**config.mk**
```make
export PLATFORM = sky130hd
export DESIGN_NAME = tcm_monitor_core
export DESIGN_NICKNAME = d
export VERILOG_FILES = /design/src/tcm_averager.v /design/src/tcm_monitor_core.v
export VERILOG_INCLUDE_DIRS = /design/src
export SDC_FILE = /design/constraint.sdc
export NUM_CORES = 1
export LEC_CHECK = 0
export BUFFER_PORTS_ARGS = -buffer_cell sky130_fd_sc_hd__buf_2
export CORE_MARGIN = 10
export CORE_UTILIZATION = 25
export CTS_BUF_LIST = sky130_fd_sc_hd__clkbuf_8
export CTS_CLUSTER_DIAMETER = 80
export CTS_CLUSTER_SIZE = 24
export DETAILED_ROUTE_END_ITERATION = 16
export HOLD_SLACK_MARGIN = 0.1
export SLEW_MARGIN = 20
export SYNTH_ARGS = -nofsm -noshare
export SYNTH_HDL_FRONTEND = slang
export SYNTH_SLANG_ARGS = --single-unit
```
**constraint.sdc**
```tcl
create_clock -name mclk -period 5.6 [get_ports mclk]
set_input_delay 1.12 -clock mclk [delete_from_list [all_inputs] [get_ports mclk]]
set_output_delay 1.12 -clock mclk [all_outputs]
set_load 0.03 [all_outputs]
```
**src/tcm_map.vh**
```
`ifndef TCM_MAP_VH
`define TCM_MAP_VH
// Register addresses
`define TCM_ADDR_SETUP      8'h00
`define TCM_ADDR_SHUNT_CH1  8'h01
`define TCM_ADDR_BUS_CH1    8'h02
`define TCM_ADDR_SHUNT_CH2  8'h03
// Setup register fields
`define TCM_RST_BIT         15
`define TCM_EN1_BIT         14
`define TCM_EN2_BIT         13
`define TCM_EN3_BIT         12
`define TCM_AVG_HI          11
`define TCM_AVG_LO          9
`define TCM_BCT_HI          8
`define TCM_BCT_LO          6
`define TCM_SCT_HI          5
`define TCM_SCT_LO          3
`define TCM_MODE_HI         2
`define TCM_MODE_LO         0
// Reset values
`define TCM_SETUP_RESET     16'h7127
`define TCM_RESULT_RESET    16'h0000
// Conversion times in ns per code
`define TCM_CT0_NS          140000
`define TCM_CT1_NS          204000
`define TCM_CT2_NS          332000
`define TCM_CT3_NS          588000
`define TCM_CT4_NS          1100000
`define TCM_CT5_NS          2116000
`define TCM_CT6_NS          4156000
`define TCM_CT7_NS          8244000
`define TCM_CLK_NS          4
`endif

```
**src/tcm_averager.v**
```verilog
`timescale 1ns/1ps
`default_nettype none
// Accumulates signed samples and yields the mean as a 16-bit result word
module tcm_averager (
  // Clock and reset
  input  wire        mclk,
  input  wire        srst,
  // Control
  input  wire        clearAcc,
  input  wire [2:0]  avgCode,
  // Sample in
  input  wire        sampleValid,
  input  wire [12:0] sampleIn,
  // Mean out
  output reg         meanValid,
  output reg  [15:0] meanWord
);
  reg  [23:0] accReg;
  reg  [10:0] cntReg;
  wire [23:0] sumNow;
  wire [10:0] cntNow;
  wire [23:0] meanFull;

  // Log2 of sample count per code
  function [3:0] avgShift;
    input [2:0] code;
    begin
      case (code)
        3'h0: avgShift = 4'h0;
        3'h1: avgShift = 4'h2;
        3'h2: avgShift = 4'h4;
        3'h3: avgShift = 4'h6;
        3'h4: avgShift = 4'h7;
        3'h5: avgShift = 4'h8;
        3'h6: avgShift = 4'h9;
        default: avgShift = 4'hA;
      endcase
    end
  endfunction

  assign sumNow = accReg + {{11{sampleIn[12]}}, sampleIn};
  assign cntNow = cntReg + 11'h001;
  // Arithmetic shift keeps the sign, rounds toward minus infinity
  assign meanFull = $signed(sumNow) >>> avgShift(avgCode);

  // Accumulate and emit mean
  always @(posedge mclk) begin
    if (srst || clearAcc) begin
      accReg    <= 24'h000000;
      cntReg    <= 11'h000;
      meanValid <= 1'b0;
      meanWord  <= 16'h0000;
    end else begin
      meanValid <= 1'b0;
      if (sampleValid) begin
        if (cntNow == (11'h001 << avgShift(avgCode))) begin
          accReg    <= 24'h000000;
          cntReg    <= 11'h000;
          meanValid <= 1'b1;
          // Signed left-justified word, sign in bit 15, low three bits zero
          meanWord  <= {meanFull[12:0], 3'h0};
        end else begin
          accReg <= sumNow;
          cntReg <= cntNow;
        end
      end
    end
  end
endmodule
`default_nettype wire

```
**src/tcm_monitor_core.v**
```verilog
// Behaviour
// RULE1 - Writing setup bit 15 resets all registers to defaults; the bit self-clears.
// RULE2 - Bits 14,13,12 enable channels one, two, three; all set after reset.
// RULE3 - Bits 11-9 pick 1,4,16,64,128,256,512,1024 averaged samples; default 0.
// RULE4 - Bits 8-6 pick bus conversion time 140us to 8.244ms; default code 4.
// RULE5 - Bits 5-3 pick shunt conversion time, same encoding; default code 4.
// RULE6 - Bits 2-0: power-down, single-shot or continuous shunt/bus/both; default 111.
// RULE7 - Results: sign bit 15, data bits 14-3, two's complement, bits 2-0 zero.
// RULE8 - Shunt result count is 40 uV; 163.8 mV reads 7FF8.
// RULE9 - Bus result count is 8 mV; 32.76 V reads 7FF8.
// RULE10 - Shunt result registers hold averaged shunt values of their channel.
// RULE11 - Result registers are read-only and read zero after reset.
// RULE12 - Setup reads are harmless; a setup write restarts conversion with new settings.
// RULE13 - Setup register is at address 00h with reset value 7127h.
// RULE14 - Enabled channels convert in ascending order, shunt then bus; single-shot idles.
`timescale 1ns/1ps
`default_nettype none
`include "tcm_map.vh"
module tcm_monitor_core (
  // Clock and reset
  input  wire        mclk,
  input  wire        srst,
  // Register access port from serial engine
  input  wire        regWrite,
  input  wire        regRead,
  input  wire [7:0]  regAddr,
  input  wire [15:0] regWdata,
  output reg  [15:0] regRdata,
  output reg         regRvalid,
  // Converter front end, 13-bit signed codes (40 uV or 8 mV per count)
  output reg  [1:0]  convChannel,
  output reg         convIsBus,
  output reg         convBusy,
  input  wire        convDone,
  input  wire [12:0] convData,
  // Setup fields for surrounding logic
  output reg  [15:0] setupWord
);
  // ****************************************
  // State and registers
  // ****************************************
  localparam [1:0] ST_IDLE = 2'h0;
  localparam [1:0] ST_CONV = 2'h1;
  localparam [1:0] ST_NEXT = 2'h2;
  localparam [1:0] ST_HOLD = 2'h3;

  reg  [15:0] setupReg;
  reg  [15:0] shuntCh1Reg;
  reg  [15:0] busCh1Reg;
  reg  [15:0] shuntCh2Reg;
  reg  [1:0]  stateReg;
  reg  [1:0]  chanReg;
  reg         busPhaseReg;
  reg  [21:0] timerReg;
  reg  [12:0] sampleReg;
  reg         sampleValidReg;
  wire        setupWrite;
  wire        softReset;
  wire        meanValid;
  wire [15:0] meanWord;
  wire [2:0]  modeField;
  wire        doShunt;
  wire        doBus;
  wire [2:0]  chanEn;

  // Conversion time in clock cycles for a time code
  function [21:0] ctCycles;
    input [2:0] code;
    reg   [31:0] cycFull;
    begin
      case (code)
        3'h0: cycFull = `TCM_CT0_NS / `TCM_CLK_NS;
        3'h1: cycFull = `TCM_CT1_NS / `TCM_CLK_NS;
        3'h2: cycFull = `TCM_CT2_NS / `TCM_CLK_NS;
        3'h3: cycFull = `TCM_CT3_NS / `TCM_CLK_NS;
        3'h4: cycFull = `TCM_CT4_NS / `TCM_CLK_NS;
        3'h5: cycFull = `TCM_CT5_NS / `TCM_CLK_NS;
        3'h6: cycFull = `TCM_CT6_NS / `TCM_CLK_NS;
        default: cycFull = `TCM_CT7_NS / `TCM_CLK_NS;
      endcase
      // Longest count fits in 22 bits
      ctCycles = cycFull[21:0];
    end
  endfunction

  // Lowest enabled channel at or above a start index, 2'h3 when none
  function [1:0] nextChan;
    input [2:0] en;
    input [1:0] from;
    begin
      if (from == 2'h0 && en[0])
        nextChan = 2'h0;
      else if (from <= 2'h1 && en[1])
        nextChan = 2'h1;
      else if (from <= 2'h2 && en[2])
        nextChan = 2'h2;
      else
        nextChan = 2'h3;
    end
  endfunction

  assign setupWrite = regWrite && (regAddr == `TCM_ADDR_SETUP);
  // RULE1 soft reset request
  assign softReset  = setupWrite && regWdata[`TCM_RST_BIT];
  assign modeField  = setupReg[`TCM_MODE_HI:`TCM_MODE_LO];
  // RULE6 mode decode
  assign doShunt    = modeField[0];
  assign doBus      = modeField[1];
  // RULE2 channel enables, channel one at index 0
  assign chanEn     = {setupReg[`TCM_EN3_BIT], setupReg[`TCM_EN2_BIT],
                       setupReg[`TCM_EN1_BIT]};

  // ****************************************
  // Averaging engine
  // ****************************************
  // RULE3 averaging count applied to each result
  tcm_averager uAvg (
    .mclk        (mclk),
    .srst        (srst),
    .clearAcc    (setupWrite || stateReg == ST_NEXT),
    .avgCode     (setupReg[`TCM_AVG_HI:`TCM_AVG_LO]),
    .sampleValid (sampleValidReg),
    .sampleIn    (sampleReg),
    .meanValid   (meanValid),
    .meanWord    (meanWord)
  );

  // ****************************************
  // Setup register
  // ****************************************
  // RULE13 reset value and address
  always @(posedge mclk) begin
    if (srst || softReset) begin
      setupReg <= `TCM_SETUP_RESET;
    end else if (setupWrite) begin
      // RULE1 stored with reset bit clear
      setupReg <= {1'b0, regWdata[14:0]};
    end
  end

  // ****************************************
  // Conversion sequencer
  // ****************************************
  // RULE14 ascending channels, shunt then bus
  always @(posedge mclk) begin
    if (srst || softReset) begin
      stateReg       <= ST_NEXT;
      chanReg        <= 2'h0;
      busPhaseReg    <= 1'b0;
      timerReg       <= 22'h000000;
      sampleReg      <= 13'h0000;
      sampleValidReg <= 1'b0;
    end else if (setupWrite) begin
      // RULE12 write halts and restarts the pass
      stateReg       <= ST_NEXT;
      chanReg        <= 2'h0;
      busPhaseReg    <= 1'b0;
      timerReg       <= 22'h000000;
      sampleValidReg <= 1'b0;
    end else begin
      sampleValidReg <= 1'b0;
      case (stateReg)
        ST_NEXT: begin
          // RULE6 power-down and empty passes go to ST_IDLE, or back to ST_NEXT when mode bit 2 is set
          if (!(doShunt || doBus) || nextChan(chanEn, chanReg) == 2'h3) begin
            stateReg <= modeField[2] ? ST_NEXT : ST_IDLE;
            chanReg  <= 2'h0;
          end else begin
            chanReg     <= nextChan(chanEn, chanReg);
            busPhaseReg <= !doShunt;
            timerReg    <= 22'h000000;
            stateReg    <= ST_CONV;
          end
        end
        ST_CONV: begin
          // RULE4 RULE5 conversion time per measurement kind
          if (timerReg >= ctCycles(busPhaseReg ?
              setupReg[`TCM_BCT_HI:`TCM_BCT_LO] :
              setupReg[`TCM_SCT_HI:`TCM_SCT_LO]) - 22'h000001 && convDone) begin
            sampleReg      <= convData;
            sampleValidReg <= 1'b1;
            timerReg       <= 22'h000000;
            stateReg       <= ST_HOLD;
          end else begin
            timerReg <= timerReg + 22'h000001;
          end
        end
        ST_HOLD: begin
          // Wait for averaged result before moving on
          if (meanValid) begin
            if (!busPhaseReg && doBus) begin
              busPhaseReg <= 1'b1;
              stateReg    <= ST_CONV;
            end else begin
              chanReg  <= chanReg + 2'h1;
              stateReg <= ST_NEXT;
            end
          end else if (!sampleValidReg) begin
            stateReg <= ST_CONV;
          end
        end
        default: begin
          stateReg <= ST_IDLE;
        end
      endcase
    end
  end

  // ****************************************
  // Result registers
  // ****************************************
  // RULE11 read-only, zero after reset
  always @(posedge mclk) begin
    if (srst || softReset) begin
      shuntCh1Reg <= `TCM_RESULT_RESET;
      busCh1Reg   <= `TCM_RESULT_RESET;
      shuntCh2Reg <= `TCM_RESULT_RESET;
    end else if (meanValid && !setupWrite) begin
      // RULE7 RULE8 RULE9 RULE10 averaged left-justified word
      if (chanReg == 2'h0 && !busPhaseReg)
        shuntCh1Reg <= meanWord;
      if (chanReg == 2'h0 && busPhaseReg)
        busCh1Reg <= meanWord;
      if (chanReg == 2'h1 && !busPhaseReg)
        shuntCh2Reg <= meanWord;
    end
  end

  // ****************************************
  // Read port and outputs
  // ****************************************
  // RULE12 reads have no side effects
  always @(posedge mclk) begin
    if (srst) begin
      regRdata    <= 16'h0000;
      regRvalid   <= 1'b0;
      convChannel <= 2'h0;
      convIsBus   <= 1'b0;
      convBusy    <= 1'b0;
      setupWord   <= `TCM_SETUP_RESET;
    end else begin
      regRvalid   <= regRead;
      convChannel <= chanReg;
      convIsBus   <= busPhaseReg;
      convBusy    <= (stateReg == ST_CONV) || (stateReg == ST_HOLD);
      setupWord   <= setupReg;
      if (regRead) begin
        if (regAddr == `TCM_ADDR_SETUP)
          regRdata <= setupReg;
        else if (regAddr == `TCM_ADDR_SHUNT_CH1)
          regRdata <= shuntCh1Reg;
        else if (regAddr == `TCM_ADDR_BUS_CH1)
          regRdata <= busCh1Reg;
        else if (regAddr == `TCM_ADDR_SHUNT_CH2)
          regRdata <= shuntCh2Reg;
        else
          regRdata <= 16'h0000;
      end
    end
  end
endmodule
`default_nettype wire

```
* Yosys cells after proc, flatten, opt, wreduce, memory -nomap -nowiden
Cells that the tools add are included.
** Word-level totals
- Register bits :: 180
- Input bits :: 42
- Word-level logic and storage cells :: 139
** Operators by class
- Add/subtract/negate cells :: 5
- Magnitude comparators :: 3
- Equal/unequal tests :: 27
- Shift-type cells :: 2
- Multiplexer cells :: 40
- Bitwise logic cells :: 3
- Reduce and logical (&&, ||, !) cells :: 39
** Operator list (count)
- 21-bit one-hot mux with 7 select lines :: 1
- 22-bit 2-to-1 mux :: 5
- 16-bit 2-to-1 mux :: 4
- 22-bit one-hot mux with 2 select lines :: 1
- 2-bit 2-to-1 mux :: 14
- 4-bit one-hot mux with 7 select lines :: 1
- 24-bit adder :: 1
- 24-bit 2-to-1 mux :: 1
- 24-bit by 4-bit >>> shifter with 13-bit output :: 1
- 22-bit by 1-bit adder with 22-bit output (second input constant) :: 1
- 22-bit >= comparator :: 1
- 22-bit by 1-bit subtractor with 22-bit output (second input constant) :: 1
- 3-bit equality test (second input constant) :: 6
- 8-bit by 2-bit equality test with 1-bit output (second input constant) :: 2
- 3-bit by 2-bit equality test with 1-bit output (second input constant) :: 4
- 2-bit AND reduction :: 6
- 11-bit by 1-bit adder with 11-bit output (second input constant) :: 1
- 11-bit equality test :: 1
- 1-bit logical AND :: 11
- 11-bit 2-to-1 mux :: 1
- 1-bit by 4-bit left shift with 11-bit output (first input constant) :: 1
- 8-bit by 1-bit equality test with 1-bit output (second input constant) :: 1
- 8-bit zero test :: 1
- 4-bit 2-to-1 mux :: 2
- other kinds (24) :: 50

* Depth between registers and ports, before layout
- Depth in word-level cells :: 12
- Depth in mapped cells :: 15
- Mapped depth without buffers :: 12

* By module
A second synthesis with hierarchy kept.
** Unflattened totals
- Cell total of the unflattened synthesis :: 1391
- Area total of the unflattened synthesis :: 10865.4 µm²
** By module, submodules not included
- tcm_monitor_core :: instances 1, cells each 779, area an instance 6421.2 µm², sequential area each 2802.7 µm²
- tcm_averager :: instances 1, cells each 612, area an instance 4444.3 µm², sequential area each 960.9 µm²

* Least setup slack after synthesis
Ideal clock, no wire load.
- Kind :: reg-to-reg
- From :: reg busPhaseReg
- To :: reg timerReg[19]
- Setup time :: 0.074 ns
- Arrival time :: 3.331 ns
- Required time :: 5.526 ns
- Path slack :: 2.195 ns
- Stages on the path, launching flop included :: 16
- Path buffers :: 3
- Period minus slack after synthesis :: 3.405 ns
- Cells stage by stage :: dfxtp_1 -> clkbuf_1 -> mux2_2 -> nor2_1 -> a22oi_1 -> ha_1 -> a21o_1 -> a21o_1 -> a211oi_1 -> o41a_1 -> o211ai_1 -> nor3_2 -> buf_2 -> buf_4 -> o21ai_0 -> a31oi_1
** Between the ends
- Word-level cells in the longest chain between the ends :: 11
- Elaborated cells on any way between the ends :: 17
- Classes of those cells :: add/sub: 1; order compare: 1; eq/ne: 6; mux: 7; reduce/logical: 2
** Ends and longest elaborated chain
- start: declaration :: RTL line tcm_monitor_core.v:53 : reg busPhaseReg;
- start signal: assignment :: RTL line tcm_monitor_core.v:170 : busPhaseReg <= !doShunt;
- 3-bit 2-to-1 mux (*) :: RTL line tcm_monitor_core.v:177 : if (timerReg >= ctCycles(busPhaseReg ?
- 3-bit equality test, or another cell as far along :: RTL line tcm_monitor_core.v:71 : case (code)
- 21-bit one-hot mux with 7 select lines (*) :: RTL line tcm_monitor_core.v:71
- 22-bit 2-to-1 mux (*) :: RTL line tcm_monitor_core.v:162 : case (stateReg)
- 22-bit 2-to-1 mux (*) :: RTL line tcm_monitor_core.v:153 : end else if (setupWrite) begin
- 22-bit 2-to-1 mux (*) :: RTL line tcm_monitor_core.v:146 : if (srst || softReset) begin
- 22-bit by 1-bit subtractor with 22-bit output (*) :: RTL line tcm_monitor_core.v:177
- 22-bit >= comparator (*) :: RTL line tcm_monitor_core.v:177
- 1-bit logical AND (*) :: RTL line tcm_monitor_core.v:177
- 22-bit 2-to-1 mux (*) :: RTL line tcm_monitor_core.v:177
- 22-bit one-hot mux with 2 select lines (*) :: RTL line tcm_monitor_core.v:162
- end signal: assignment :: RTL line tcm_monitor_core.v:185 : timerReg <= timerReg + 22'h000001;
- end: declaration :: RTL line tcm_monitor_core.v:54 : reg [21:0] timerReg;
Mark *: on every way between the ends. The rest lies on a longest branch, timed or not. The select of a mux whose other input is x is not followed.
A chain may end at the register's enable or synchronous reset.

* Worst setup path in the final report
- From :: reg busPhaseReg
- To :: reg sampleReg[3]
** Between the ends
- Word-level cells in the longest chain between the ends :: 10
- Elaborated cells on any way between the ends :: 16
- Classes of those cells :: add/sub: 1; order compare: 1; eq/ne: 6; mux: 5; reduce/logical: 3
** Ends and longest elaborated chain
- 3-bit 2-to-1 mux (*) :: RTL line tcm_monitor_core.v:177
- 3-bit equality test, or another cell as far along :: RTL line tcm_monitor_core.v:71
- 21-bit one-hot mux with 7 select lines (*) :: RTL line tcm_monitor_core.v:71
- 22-bit 2-to-1 mux (*) :: RTL line tcm_monitor_core.v:162
- 22-bit 2-to-1 mux (*) :: RTL line tcm_monitor_core.v:153
- 22-bit 2-to-1 mux (*) :: RTL line tcm_monitor_core.v:146
- 22-bit by 1-bit subtractor with 22-bit output (*) :: RTL line tcm_monitor_core.v:177
- 22-bit >= comparator (*) :: RTL line tcm_monitor_core.v:177
- 1-bit logical AND (*) :: RTL line tcm_monitor_core.v:177
- 3-bit AND reduction (no source line) (*)
- end signal: assignment :: RTL line tcm_monitor_core.v:180 : sampleReg <= convData;
- end: declaration :: RTL line tcm_monitor_core.v:55 : reg [12:0] sampleReg;
Marks and branches as above.

==> flow_summary.json <==
{
  "status": "completed",
  "gr-total-overflow": 0,
  "ys_seq_area_share_pct": 35.3,
  "dp.final_hpwl_mm": 21.2,
  "drtIter0Drc": 880,
  "clk_latency_ns": 0.49,
  "grt_use_met3_pct": 2.61,
  "ctsHoldBuffers": 0,
  "cts_setup_buffers": 0,
  "cts_tree": "done",
  "first_global_vias": 8703,
  "track_usage_pct": 11.5,
  "power.leakage_nw": 4.36,
  "cts-resized-gates": 0,
  "netlist_area_mm2": 0.0101,
  "wire_per_inst_um": 16.0,
  "busiest_layer": "met2",
  "grt_max_degree": 42,
  "nets": 1385,
  "ys_types": 79,
  "syn-instance-count": 1265,
  "ys_ff_latch": 179,
  "ir_drop_mv": 0.170,
  "syn2layout_area_growth_pct": 11.7,
  "dieWidth_um": 221,
  "die_area_mm2": 0.0491,
  "die_h_um": 221,
  "setup-violations-final": 0,
  "yosys_warnings": 0,
  "drive_gt1_share_pct": 12.7,
  "cap_violations": 0,
  "drt_first_pass_iters": 7,
  "htree_num_levels": 4,
  "critPathKind": "flip-flop to flip-flop",
  "syn_nets": 1353,
  "setup_tns_ns": 0,
  "final.fill_count": 4258,
  "min_period_ns": 4.05,
  "row_count": 73,
  "cts_buffer_depth": 2,
  "pwr_density_cell_mw_per_mm2": 201,
  "routabilityCongestion": 0.896,
  "numClockSinks": 179,
  "antenna_found_initial": 1,
  "place_ws_ns": 1.53,
  "n_antenna_cell": 0,
  "use_met1_pct": 15.3,
  "avgSynthCellArea_um2": 8.02,
  "maxSlewViolCount": 0,
  "antenna_left": 0,
  "cp-start-kind": "flip-flop",
  "initial_core_util_pct": 25.4,
  "setup_slack_ns": 1.55,
  "routed_via_density": 5.11,
  "port_buffers": 77,
  "fmax_ghz": 0.247,
  "synthFlopType": "dfxtp_1",
  "cts_buffers": 17,
  "grt_pass1_wl_mm": 47.5,
  "async_flop_share_pct": 0,
  "skew_ns": 0.0152,
  "io_pins": 79,
  "crit_fanout": 14,
  "worst_slew_pin_slew_ns": 1.12,
  "clk_pin_slew_ns": 0.10,
  "end_kind": "flip-flop",
  "critPathRequiredTime_ns": 5.97,
  "rsz0062_at_grt": "no",
  "period_share_pct": 72.4,
  "core_area_mm2": 0.0399,
  "synth_edf_count": 0,
  "wl_mm": 29.4,
  "maxSlewHeadroom_pct": 24.5,
  "grt_util_met2_pct": 18.2,
  "arrival_ns": 4.42,
  "cts_root_buffer": "clkbuf_8",
  "vias": 9385,
  "hold_class": "flip-flop to flip-flop",
  "drc": 0,
  "timing.final.hold_violations": 0
}
[report_power, final]
group	switching [W]	leakage (nW)	internal, W
combinational	0.0000716	2.72	0.0000289
clock	0.000530	0.200	0.000365
sequential	0.00000630	1.45	0.00128
total	0.000608	4.36	0.00167
[placed cells by master (no fill, tap or decap), types with 20 or more instances in the layout]
cell type,synthesis,final
inv_1,24,25
nor2_1,125,125
nand3_1,54,54
a21oi_1,139,139
mux2i_1,44,44
buf_2,13,77
a211oi_1,25,25
nand2_1,181,181
mux2_2,20,20
dfxtp_1,179,179
o21ai_0,46,46
ha_1,45,45
xnor2_1,21,21
[final cells by class]
type                       instances  area, um^2  area share, %
multi-input combinational        986        6150           54.3
tap                              525         657           5.79
clock inverter                    15         145           1.28
inverter                          24        90.1          0.795
clock buffer                      17         234           2.06
sequential                       179        3580           31.6
timing repair buffer              89         475           4.19
[stage by stage]
stage	util (%)	cell area (um^2)	instances	total power, W	hold WS, ns
floorplan	-	10100	1265	0.00138	0.433
CTS	28.4	11300	1835	0.00231	0.458
global route	28.4	11300	1835	0.00237	0.476
detailed placement	27.5	11000	1803	0.00142	0.443
finish	28.4	11300	1835	0.00228	0.457
global placement	27.5	11000	1803	0.00141	0.439
[cells by family after synthesis]
kind of cell,count (synthesis),synth area share [%]
simple gates,492,22.5
compound gates,344,21.6
flops,179,35.3
buf+inv,100,4.09
mux,70,7.78
fa+ha+maj,46,5.75
xor+xnor,33,3.03
other cells,1,0.0370
[synthesized netlist by cell type (6+ instances only)]
master / n / area share (%)
clkbuf_1: 45 / 1.7
nand4_1: 15 / 0.92
ha_1: 45 / 5.5
or3_1: 7 / 0.43
nand3_1: 54 / 2.7
o21ai_0: 46 / 2.3
nor4_1: 11 / 0.68
xor2_1: 11 / 0.95
nand2b_1: 15 / 0.92
a21o_1: 18 / 1.3
a211oi_1: 25 / 1.8
o211ai_1: 10 / 0.74
dfxtp_1: 179 / 35
and2_1: 11 / 0.68
a21oi_1: 139 / 6.9
nor2_1: 125 / 4.6
xnor2_1: 21 / 1.8
buf_4: 6 / 0.44
nand2_1: 181 / 6.7
a311oi_1: 6 / 0.52
nor3_1: 14 / 0.69
mux2i_1: 44 / 4.3
mux2_2: 20 / 2.2
buf_2: 13 / 0.64
and3_1: 13 / 0.80
nor2b_1: 14 / 0.86
o21a_1: 6 / 0.44
or2_2: 10 / 0.62
inv_1: 24 / 0.89
o31ai_1: 9 / 0.67
a22oi_1: 15 / 1.1
buf_1: 11 / 0.41
a31oi_1: 14 / 0.86
[metal layers]
metal | up-vias | share of wire, %
met5 | - | 0.044
met4 | 2 | 1.6
met3 | 41 | 6.5
met2 | 341 | 45
met1 | 4382 | 47
li1 | 4619 | -
[critical path, stage by stage, from the launching register on]
cell and delay [ns]:
dfxtp_1 0.59, mux2_2 0.47, nor2_1 0.21, a22oi_1 0.13, ha_1 0.32, nand4_1 0.13
o41a_1 0.44, o211ai_1 0.37, nand3_1 0.81, mux2i_1 0.40, nor2_1 0.06
[final timing paths]
check	to	cells past startpoint	startpoint	slack, ns
max	sampleReg[3]	10	busPhaseReg	1.55
min	regRdata[0]	2	regRdata[0]	0.46
max reg2reg	sampleReg[3]	10	busPhaseReg	1.55
min reg2reg	regRdata[0]	2	regRdata[0]	0.46
[sequential cells by signal, indices dropped and copies added, names as in the netlist]
signal / count
shuntCh2Reg: 13
busPhaseReg: 1
regRdata: 16
convBusy: 1
uAvg.cntReg: 11
sampleReg: 13
sampleValidReg: 1
shuntCh1Reg: 13
convChannel: 2
convIsBus: 1
uAvg.meanValid: 1
busCh1Reg: 13
uAvg.accReg: 23
setupReg: 15
stateReg: 2
regRvalid: 1
chanReg: 2
timerReg: 22
setupWord: 15
uAvg.meanWord: 13
Power figures use the tool's default switching activity.
